--- config.mk ---
export PLATFORM = sky130hd
export DESIGN_NAME = facility_responder_flat
export DESIGN_NICKNAME = d
export VERILOG_FILES = /design/src/rtl/facility_pkg.sv /design/src/rtl/facility_if.sv /design/src/rtl/facility_responder.sv /design/src/flat_wrapper.sv
export SDC_FILE = /design/constraint.sdc
export NUM_CORES = 1
export LEC_CHECK = 0
export BUFFER_PORTS_ARGS = -buffer_cell sky130_fd_sc_hd__buf_2
export CORE_MARGIN = 2
export CORE_UTILIZATION = 40
export DETAILED_ROUTE_END_ITERATION = 10
export PLACE_DENSITY = 0.54
export SYNTH_ARGS = -nofsm -noshare
export SYNTH_HDL_FRONTEND = slang
export SYNTH_SLANG_ARGS = --single-unit
--- constraint.sdc ---
create_clock -name clock -period 7.9 [get_ports clock]
set_input_delay 1.185 -clock clock [delete_from_list [all_inputs] [get_ports clock]]
set_output_delay 1.185 -clock clock [all_outputs]
set_load 0.01 [all_outputs]
--- src/rtl/facility_pkg.sv ---
// shared constants for the facility access link
package facility_pkg;
   localparam int ADDR_W = 64;
   localparam int DATA_W = 32;
   localparam int REAL_W = 48;
   localparam int TOP_W = 32;
   localparam logic [31:0] TOP_ONES = 32'hFFFFFFFF;
   localparam int PAGE_BYTES = 4096;
   localparam int PAGE_SHIFT = 12;
   localparam int NUM_WORDS = 16;
   localparam int IDX_W = 4;
   // word index field sits above the byte lane bits
   localparam int IDX_LSB = 2;
   // facility window: page offset 0x000..0x03F of the architected page
   localparam logic [47:0] FAC_PAGE = 48'hFFFFF0000000;
   // words 0..7 implemented registers, 8..11 ram words, rest unimplemented
   localparam int REG_WORDS = 8;
   localparam int RAM_WORDS = 12;
   // implemented bit mask for register words (big endian bit 0 = msb)
   localparam logic [31:0] REG_IMPL_MASK = 32'hFFFF00FF;
   localparam logic [31:0] RESET_WORD = 32'h00000000;
   localparam logic [31:0] ZERO_WORD = 32'h00000000;
endpackage : facility_pkg

--- src/rtl/facility_if.sv ---
// link between processor side requester and facility responder
`timescale 1ns/1ps
interface facility_if;
   logic req;
   logic wr;
   logic [63:0] addr;
   logic [31:0] wdata;
   logic ack;
   logic [31:0] rdata;
   logic hit;
   modport requester (output req, output wr, output addr, output wdata,
      input ack, input rdata, input hit);
   modport responder (input req, input wr, input addr, input wdata,
      output ack, output rdata, output hit);
endinterface : facility_if

--- src/rtl/facility_responder.sv ---
// facility end: decodes architected addresses and answers loads and stores
`timescale 1ns/1ps
//////////////////////////////////////////////////////////////////////////////
// Functional notes
// - reserved bits read zero or last written
// - requester writes zeros into reserved bits
// - unimplemented words drop writes, read zeros
// - requester masks reserved bits of loads
// - bit 0 is msb, msb byte first
// - all-ones prefix sign extends, keep 48 bits
// - facilities live in top four gigabytes
// - ram reserved bits return last written
// - pages are fixed 4096 bytes
//////////////////////////////////////////////////////////////////////////////
module facility_responder
(
   input wire logic clock,
   input wire logic rst,
   facility_if.responder link,
   output logic [31:0] page_num,
   output logic [31:0] ctrl_word
);
   typedef enum logic [1:0] {IDLE = 2'b01, RESP = 2'b10} state_e;
   // handshake group
   state_e state_q;
   state_e state_d;
   logic ack_q;
   logic ack_d;
   // answer group: last answer data, window flag, page number
   logic [31:0] rdata_q;
   logic [31:0] rdata_d;
   logic hit_q;
   logic hit_d;
   logic [31:0] page_q;
   logic [31:0] page_d;
   // implemented register words and ram backed words
   logic [31:0] regs_q [facility_pkg::REG_WORDS];
   logic [31:0] regs_d [facility_pkg::REG_WORDS];
   logic [31:0] ram_q [facility_pkg::RAM_WORDS - facility_pkg::REG_WORDS];
   logic [31:0] ram_d [facility_pkg::RAM_WORDS - facility_pkg::REG_WORDS];
   // decode results
   logic [47:0] real_addr;
   logic top_ok;
   logic page_ok;
   logic line_ok;
   logic in_fac;
   logic [facility_pkg::IDX_W-1:0] idx;
   logic is_reg;
   logic is_ram;
   logic take;
   logic store_reg;
   logic store_ram;

   //////////////////////////////////////////////////////////////////////////
   // address decode; only the low 48 bits exist below the top check
   always_comb
   begin
      real_addr = link.addr[facility_pkg::REAL_W-1:0];
      // upper half must be all ones: facilities sit in the top 4 GB
      top_ok = (link.addr[63:facility_pkg::ADDR_W-facility_pkg::TOP_W]
         == facility_pkg::TOP_ONES);
      // upper 36 bits of real address select the architected page
      page_ok = (real_addr[47:facility_pkg::PAGE_SHIFT]
         == facility_pkg::FAC_PAGE[47:facility_pkg::PAGE_SHIFT]);
      // only the first 64 bytes of the page are decoded
      line_ok = (real_addr[11:6] == 6'h00);
      in_fac = top_ok && page_ok && line_ok;
      idx = real_addr[facility_pkg::IDX_LSB +: facility_pkg::IDX_W];
      is_reg = in_fac && (idx < 4'(facility_pkg::REG_WORDS));
      // words 12..15 match neither test and stay unimplemented
      is_ram = in_fac && !is_reg && (idx < 4'(facility_pkg::RAM_WORDS));
   end

   //////////////////////////////////////////////////////////////////////////
   // request qualifiers; a request is taken only in the idle state
   always_comb
   begin
      take = link.req && (state_q == IDLE);
      store_reg = take && link.wr && is_reg;
      store_ram = take && link.wr && is_ram;
   end

   //////////////////////////////////////////////////////////////////////////
   // handshake next state; one request answered per two cycles, so a
   // request in the answer cycle is ignored
   always_comb
   begin
      state_d = state_q;
      ack_d = 1'b0;
      case (state_q)
         IDLE:
         begin
            if (link.req)
            begin
               state_d = RESP;
               ack_d = 1'b1;
            end
         end
         RESP:
         begin
            state_d = IDLE;
         end
         default:
         begin
            state_d = IDLE;
         end
      endcase
   end

   // handshake registers
   always_ff @(posedge clock)
   begin
      if (rst)
      begin
         state_q <= IDLE;
         ack_q <= 1'b0;
      end
      else
      begin
         state_q <= state_d;
         ack_q <= ack_d;
      end
   end

   //////////////////////////////////////////////////////////////////////////
   // answer next values; read data holds until the next answer
   always_comb
   begin
      rdata_d = rdata_q;
      hit_d = hit_q;
      page_d = page_q;
      if (take)
      begin
         hit_d = in_fac;
         page_d = link.addr[facility_pkg::PAGE_SHIFT +: 32];
         // stores, misses and unimplemented words answer with zero
         rdata_d = facility_pkg::ZERO_WORD;
         if (!link.wr && is_reg)
         begin
            // word passed as-is: bit 0 is the msb, msb byte first
            rdata_d = regs_q[idx[2:0]];
         end
         else if (!link.wr && is_ram)
         begin
            rdata_d = ram_q[idx[1:0]];
         end
      end
   end

   // answer registers
   always_ff @(posedge clock)
   begin
      if (rst)
      begin
         rdata_q <= facility_pkg::RESET_WORD;
         hit_q <= 1'b0;
         page_q <= facility_pkg::RESET_WORD;
      end
      else
      begin
         rdata_q <= rdata_d;
         hit_q <= hit_d;
         page_q <= page_d;
      end
   end

   //////////////////////////////////////////////////////////////////////////
   // register words keep implemented bits only, so reserved bits read zero
   always_comb
   begin
      regs_d = regs_q;
      if (store_reg)
      begin
         regs_d[idx[2:0]] = link.wdata & facility_pkg::REG_IMPL_MASK;
      end
   end

   // register word storage
   always_ff @(posedge clock)
   begin
      if (rst)
      begin
         for (int i = 0; i < facility_pkg::REG_WORDS; i++)
         begin
            regs_q[i] <= facility_pkg::RESET_WORD;
         end
      end
      else
      begin
         regs_q <= regs_d;
      end
   end

   //////////////////////////////////////////////////////////////////////////
   // ram words keep every bit, reserved ones included; writes to
   // unimplemented words match neither store and are dropped
   always_comb
   begin
      ram_d = ram_q;
      if (store_ram)
      begin
         ram_d[idx[1:0]] = link.wdata;
      end
   end

   // ram word storage
   always_ff @(posedge clock)
   begin
      if (rst)
      begin
         for (int i = 0; i < facility_pkg::RAM_WORDS - facility_pkg::REG_WORDS; i++)
         begin
            ram_q[i] <= facility_pkg::RESET_WORD;
         end
      end
      else
      begin
         ram_q <= ram_d;
      end
   end

   //////////////////////////////////////////////////////////////////////////
   // outputs straight from registers
   assign link.ack = ack_q;
   assign link.rdata = rdata_q;
   assign link.hit = hit_q;
   assign page_num = page_q;
   assign ctrl_word = regs_q[0];
endmodule : facility_responder

--- src/flat_wrapper.sv ---
// flat-port wrapper written by rule: the top's interface ports become plain ports
module facility_responder_flat 
  (clock, rst, page_num, ctrl_word, link_req, link_wr, link_addr, link_wdata, link_ack, link_rdata, link_hit);
  facility_if link_i ();
  input wire logic clock;
  input wire logic rst;
  output logic [31:0] page_num;
  output logic [31:0] ctrl_word;
  input wire logic [$bits(link_i.req)-1:0] link_req;
  input wire logic [$bits(link_i.wr)-1:0] link_wr;
  input wire logic [$bits(link_i.addr)-1:0] link_addr;
  input wire logic [$bits(link_i.wdata)-1:0] link_wdata;
  output wire logic [$bits(link_i.ack)-1:0] link_ack;
  output wire logic [$bits(link_i.rdata)-1:0] link_rdata;
  output wire logic [$bits(link_i.hit)-1:0] link_hit;
  assign link_i.req = link_req;
  assign link_i.wr = link_wr;
  assign link_i.addr = link_addr;
  assign link_i.wdata = link_wdata;
  assign link_ack = link_i.ack;
  assign link_rdata = link_i.rdata;
  assign link_hit = link_i.hit;
  facility_responder u_core (.clock(clock), .rst(rst), .link(link_i), .page_num(page_num), .ctrl_word(ctrl_word));
endmodule
# Word level (Yosys, flattened, before mapping)
# Index checks and enable logic that the tools add are counted.
# totals
out_inout_bits,98
word_cells,61
ff_bits,452
in_bits,100
# classes
mux,15
n_lt_le_gt_ge,6
n_eq_ne,3
bitwise_logic,3
reduce_logical,17
# ops
operator,n
256-bit bitwise mux,1
32-bit two-way mux,8
128-bit bitwise mux,1
32-bit binary-select mux with 3-bit select,1
32-bit demux with 3-bit select,1
32-bit binary-select mux with 2-bit select,1
32-bit demux with 2-bit select,1
"36-bit == test, second input constant",1
"32-bit == test, second input constant",1
1-bit logical AND,13
"4-bit < comparator, second input constant",2
6-bit logical NOT,1
"4-bit greater-or-equal comparator, second input constant",1
"4-bit by 1-bit < comparator with 1-bit output, second input constant",1
3-bit NOT with 4-bit output,1
"3-bit greater-or-equal comparator, second input constant",1
"3-bit by 1-bit < comparator with 1-bit output, second input constant",1
2-bit NOT with 3-bit output,1
"2-bit by 1-bit == test with 1-bit output, second input constant",1
1-bit logical NOT,2
2-bit OR reduction,1
1-bit two-way mux,1
1-bit NOT,1

# Depth between registers and ports, before layout
# logic_depth
word_depth,10
mapped_depth,8
ltp_nobuf,5

# Worst setup path before layout
# Ideal clock, no wire load.
# synth_path
path_kind,input port to flip-flop
start,input port link_addr[6]
end,register u_core.ram_q[100] in the netlist's numbering
path_buffers,2
t_required_ps,7768
t_arrival_ps,3327
setup_time_ps,132
slack_ps,4441
path_stages,7
path_cell_list,or4_1 > or4_4 > nor4_4 > buf_6 > nand3_2 > buf_4 > mux2i_1
# synth_between
elab_chain_len,7
# synth_lines
item,line,rtl
start: declaration,flat_wrapper.sv:11,input wire logic [$bits(link_i.addr)-1:0] link_addr;
6-bit logical NOT *,facility_responder.sv:66,line_ok = (real_addr[11:6] == 6'h00);
1-bit logical AND *,facility_responder.sv:67,in_fac = top_ok && page_ok && line_ok;
1-bit logical AND,facility_responder.sv:69,is_reg = in_fac && (idx < 4'(facility_pkg::REG_WORDS));
1-bit logical NOT,facility_responder.sv:71,is_ram = in_fac && !is_reg && (idx < 4'(facility_pkg::RAM_WORDS));
1-bit logical AND * (2 in a row),facility_responder.sv:71,
1-bit logical AND *,facility_responder.sv:80,store_ram = take && link.wr && is_ram;
end signal: indexed assignment,facility_responder.sv:213,ram_q[i] <= facility_pkg::RESET_WORD;
end signal: assignment,facility_responder.sv:218,ram_q <= ram_d;
end: declaration,facility_responder.sv:39,logic [31:0] ram_q [facility_pkg::RAM_WORDS - facility_pkg::REG_WORDS];
# Mark *: on every way between the ends. The rest lies on a longest branch, timed or not.
# A chain may end at the register's enable or synchronous reset.

# Worst setup path after layout
# layout_path
start,input port link_addr[24]
end,register u_core.regs_q[144] in the netlist's numbering
# layout_between
elab_chain_len,5
# layout_lines
item,line,rtl
36-bit == test,facility_responder.sv:64,== facility_pkg::FAC_PAGE[47:facility_pkg::PAGE_SHIFT]);
1-bit logical AND (2 in a row),facility_responder.sv:67,
1-bit logical AND,facility_responder.sv:69,
1-bit logical AND,facility_responder.sv:79,store_reg = take && link.wr && is_reg;
end signal: indexed assignment,facility_responder.sv:185,regs_q[i] <= facility_pkg::RESET_WORD;
end signal: assignment,facility_responder.sv:190,regs_q <= regs_d;
end: declaration,facility_responder.sv:37,logic [31:0] regs_q [facility_pkg::REG_WORDS];
# No other way between the ends.

==> results by group <==
Status
  • Status: completed

Drt
  • DR vias: 11500
  • Via/cell ratio: 5.06
  • Initial DRC Count: 571
  • Routed wire per std cell: just under 20 um
  • Drt total wl: between 40 and 50 mm
  • First drt pass iteration count: 4
  • DRC viols: 0
  • Antenna-violating nets left: 0

Clock tree
  • Setup Buffers After CTS: 0
  • Clk root buf: clkbuf_16
  • Clock latency on the worst-skew pair: roughly 0.57 ns
  • CTS Sinks: a little under 400
  • CTS Buf Count: 44
  • Post-CTS resize count: 0
  • H-tree depth: 2
  • CTS max path bufs: 3
  • Hold Buf Count CTS: 0
  • TritonCTS clock tree: yes
  • Clock Pin Slew Worst Setup and Hold Paths: 0.06 ns

Worst setup path
  • Worst reg2reg setup slack: approximately 5.2 ns
  • Worst EP required: roughly 8.3 ns
  • R2R cell count: 7
  • Crit. End Element: flop
  • Worst path cell trace: buf_2 -> or4b_1 -> or4_1 -> nor4_4 -> buf_4 -> nand4_2 -> buf_4 -> mux2i_1
  • CP max-delay cell: nand4_2
  • R2r startpoint: u_core.state_q[1]
  • Startpoint type of the worst setup path: input port
  • Crit path max fanout: 15
  • Arrival time at the worst endpoint: between 4 and 5 ns
  • Setup Crit Path Kind: in -> reg
  • Max incr delay on CP: approximately 0.61 ns
  • R2r endpoint: u_core.regs_q[144]
  • Most Frequent Cell on Critical Path: buf_4

Synth
  • Register area share after synthesis: 0.441
  • Mapped Area: 17600 sq um
  • Count leader, synth: dfxtp_1
  • Post-synth top area cell: dfxtp_1
  • Post-synth EDFFs: 0
  • Syn Inst Count: 1587
  • Most instantiated cells after synthesis: dfxtp_1 (388), nand2b_1 (352), mux2i_1 (320), clkbuf_1 (102), mux4_2 (80)
  • Post-synth top flop: dfxtp_1
  • Largest cells by area after synthesis: dfxtp_1 (44%), mux2i_1 (18%), nand2b_1 (13%), mux4_2 (10%), clkbuf_1 (2.2%)
  • Synth top area share: 0.441
  • #FFs+latches synth: around 390
  • Yosys cell types: 38
  • Post-synthesis async set-or-reset flop share: 0
  • Avg Inst Size Synth: around 11 sq um
  • Yosys warning total: 0

Power and ir drop
  • Switching pwr: 0.000979 W
  • Pwr dens: about 210 nW/um^2
  • Static Leak: ~9.3 nW
  • Clock network power share: 0.474
  • P_int: approximately 0.0033 W
  • Switching Share: 0.231
  • Comb pwr share: 0.058
  • VDD IR max: roughly 120 uV
  • Sequential Power Share: 0.468

Global routing
  • Antenna violations before repair: 0
  • Global-route wire length before repair: between 60 and 70 mm
  • Total global routing overflow: 0
  • Largest net degree at the start of global routing: roughly 170
  • Vias in the first global route: 11500
  • GRT Total Usage: 0.191

STA
  • Maximum clock skew at final layout: roughly 0.020 ns
  • Slew @ Worst Pin: about 1.1 ns
  • Fin crit share: 0.498
  • Max Slew Vio Count: 0
  • Max_slew headroom: 0.299
  • Final setup margin: slightly below 4 ns
  • RSZ-0062 raised after global routing: no
  • Setup total negative slack: 0 ns
  • Post-layout min period: ~3.9 ns
  • Final Hold Vio Count: 0
  • Setup violators final: 0
  • Peak Freq: around 250 MHz

Die
  • Die width: between 200 and 250 um
  • Die area: 45700 sq um
  • Die Y: between 200 and 250 um
  • # rows: 76
  • Initial Util: 0.407
  • I/O Pins: approximately 200
  • Core area: around 43000 sq um

Min path
  • Hold_sp: u_core.page_num[6]
  • Hold Path Cell Cnt: 2
  • Worst Hold End: u_core.page_num[6]
  • Hold Crit Class: reg -> reg

Final layout
  • Layout cells sized above 1: 0.231
  • Final net count: about 1800
  • Final cell count without fillers: between 2000 and 2500
  • Area Growth Syn to Fin: 13.6%
  • Final Cell Area: approximately 20000 sq um
  • Ant diodes: 0

Job
  • Max_cap viols: 0

Placed design
  • Placed inst area: between 15000 and 20000 sq um
  • RD Place Congestion: a little over 0.7
  • Post-DP HPWL: about 25 mm
  • Port bufs: 187
  • Post-Place Setup Slack: 3.38 ns
  • Placed cell count: 2204
==> placed cells by master (no fill, tap or decap), types with 29 or more instances in the layout <==
cell | Yosys | routed
dfxtp_1 | 388 | 388
nand2b_1 | 352 | 352
mux2i_1 | 320 | 320
buf_2 | 15 | 184
mux4_2 | 80 | 80
nand2_1 | 75 | 75
clkbuf_16 | 0 | 45
a21oi_1 | 41 | 41
nor2_1 | 30 | 29
==> final cells by class <==
type / instances / area [sq um]
fillers: 4003 / 23300
flip-flops and latches: 388 / 7770
inverters: 1 / 3.75
clock buffers: 65 / 1320
clock inverters: 14 / 105
repair buffers: 200 / 1060
multi-input cells: 1030 / 8990
well taps: 585 / 732
==> metal layers <==
metal / wire [um] / global-route usage / part of all wire / vias to the layer above
li1: - / - / - / 5630
met1: 20900 / 0.262 / 0.48 / 5637
met2: 20200 / 0.313 / 0.46 / 241
met3: 2230 / 0.0368 / 0.051 / 37
met4: 565 / 0.0393 / 0.013 / 0
met5: 0 / 0 / 0 / -
==> kinds of logic after synthesis <==
group / count (synthesis) / share of synthesized area
other: 1 / 0.000213
buffers and inverters: 176 / 0.0507
multiplexers: 424 / 0.300
AND/OR/NAND/NOR: 509 / 0.176
flip-flops: 388 / 0.441
AO/OA/AOI/OAI: 89 / 0.0321
==> worst max-delay path: cells and delay by family <==
kind / cells / cell delay [ns]
and+or+nand+nor: 4 / 2.04
buffers and inverters: 3 / 0.95
muxes: 1 / 0.16
==> worst max-delay path by stage <==
| stage | from | endpoint | slack (ns) | cells after the start |
|---|---|---|---|---|
| finish | link_addr[24] | u_core.regs_q[144] | 3.96 | 8 |
| global route | link_addr[6] | u_core.regs_q[145] | 3.88 | 8 |
| CTS | link_addr[24] | u_core.regs_q[145] | 3.96 | 8 |
| detailed placement | link_addr[24] | u_core.regs_q[145] | 3.38 | 8 |
| global placement | link_addr[24] | u_core.regs_q[149] | 3.37 | 8 |
| floorplan | link_addr[6] | u_core.ram_q[100] | 4.44 | 7 |
==> power groups by stage <==
stage | Combinational [W] | Clock (W) | Sequential [W]
6_report | 0.000246 | 0.00201 | 0.00199
5_1_grt | 0.000269 | 0.00215 | 0.00199
4_1_cts | 0.000251 | 0.00207 | 0.00199
3_5_place_dp | 0.000250 | 0 | 0.00203
3_3_place_gp | 0.000249 | 0 | 0.00203
2_1_floorplan | 0.000156 | 0 | 0.00204
==> registers in the layout, indices dropped and copies added (netlist names) <==
name,cells
u_core.link.hit,1
u_core.link.rdata,32
u_core.ctrl_word,24
u_core.page_num,32
u_core.link.ack,1
u_core.regs_q,168
u_core.ram_q,128
u_core.state_q,2
==> per-stage QoR <==
| stage | hold slack (ns) | util | total power (W) |
|---|---|---|---|
| 2_1_floorplan | 0.446 | - | 0.00219 |
| 3_3_place_gp | 0.438 | 0.429 | 0.00228 |
| 3_5_place_dp | 0.443 | 0.429 | 0.00228 |
| 4_1_cts | 0.451 | 0.462 | 0.00431 |
| 5_1_grt | 0.468 | 0.462 | 0.00440 |
| 6_report | 0.450 | 0.462 | 0.00424 |
Note: power is estimated with default switching activity, not from simulation.
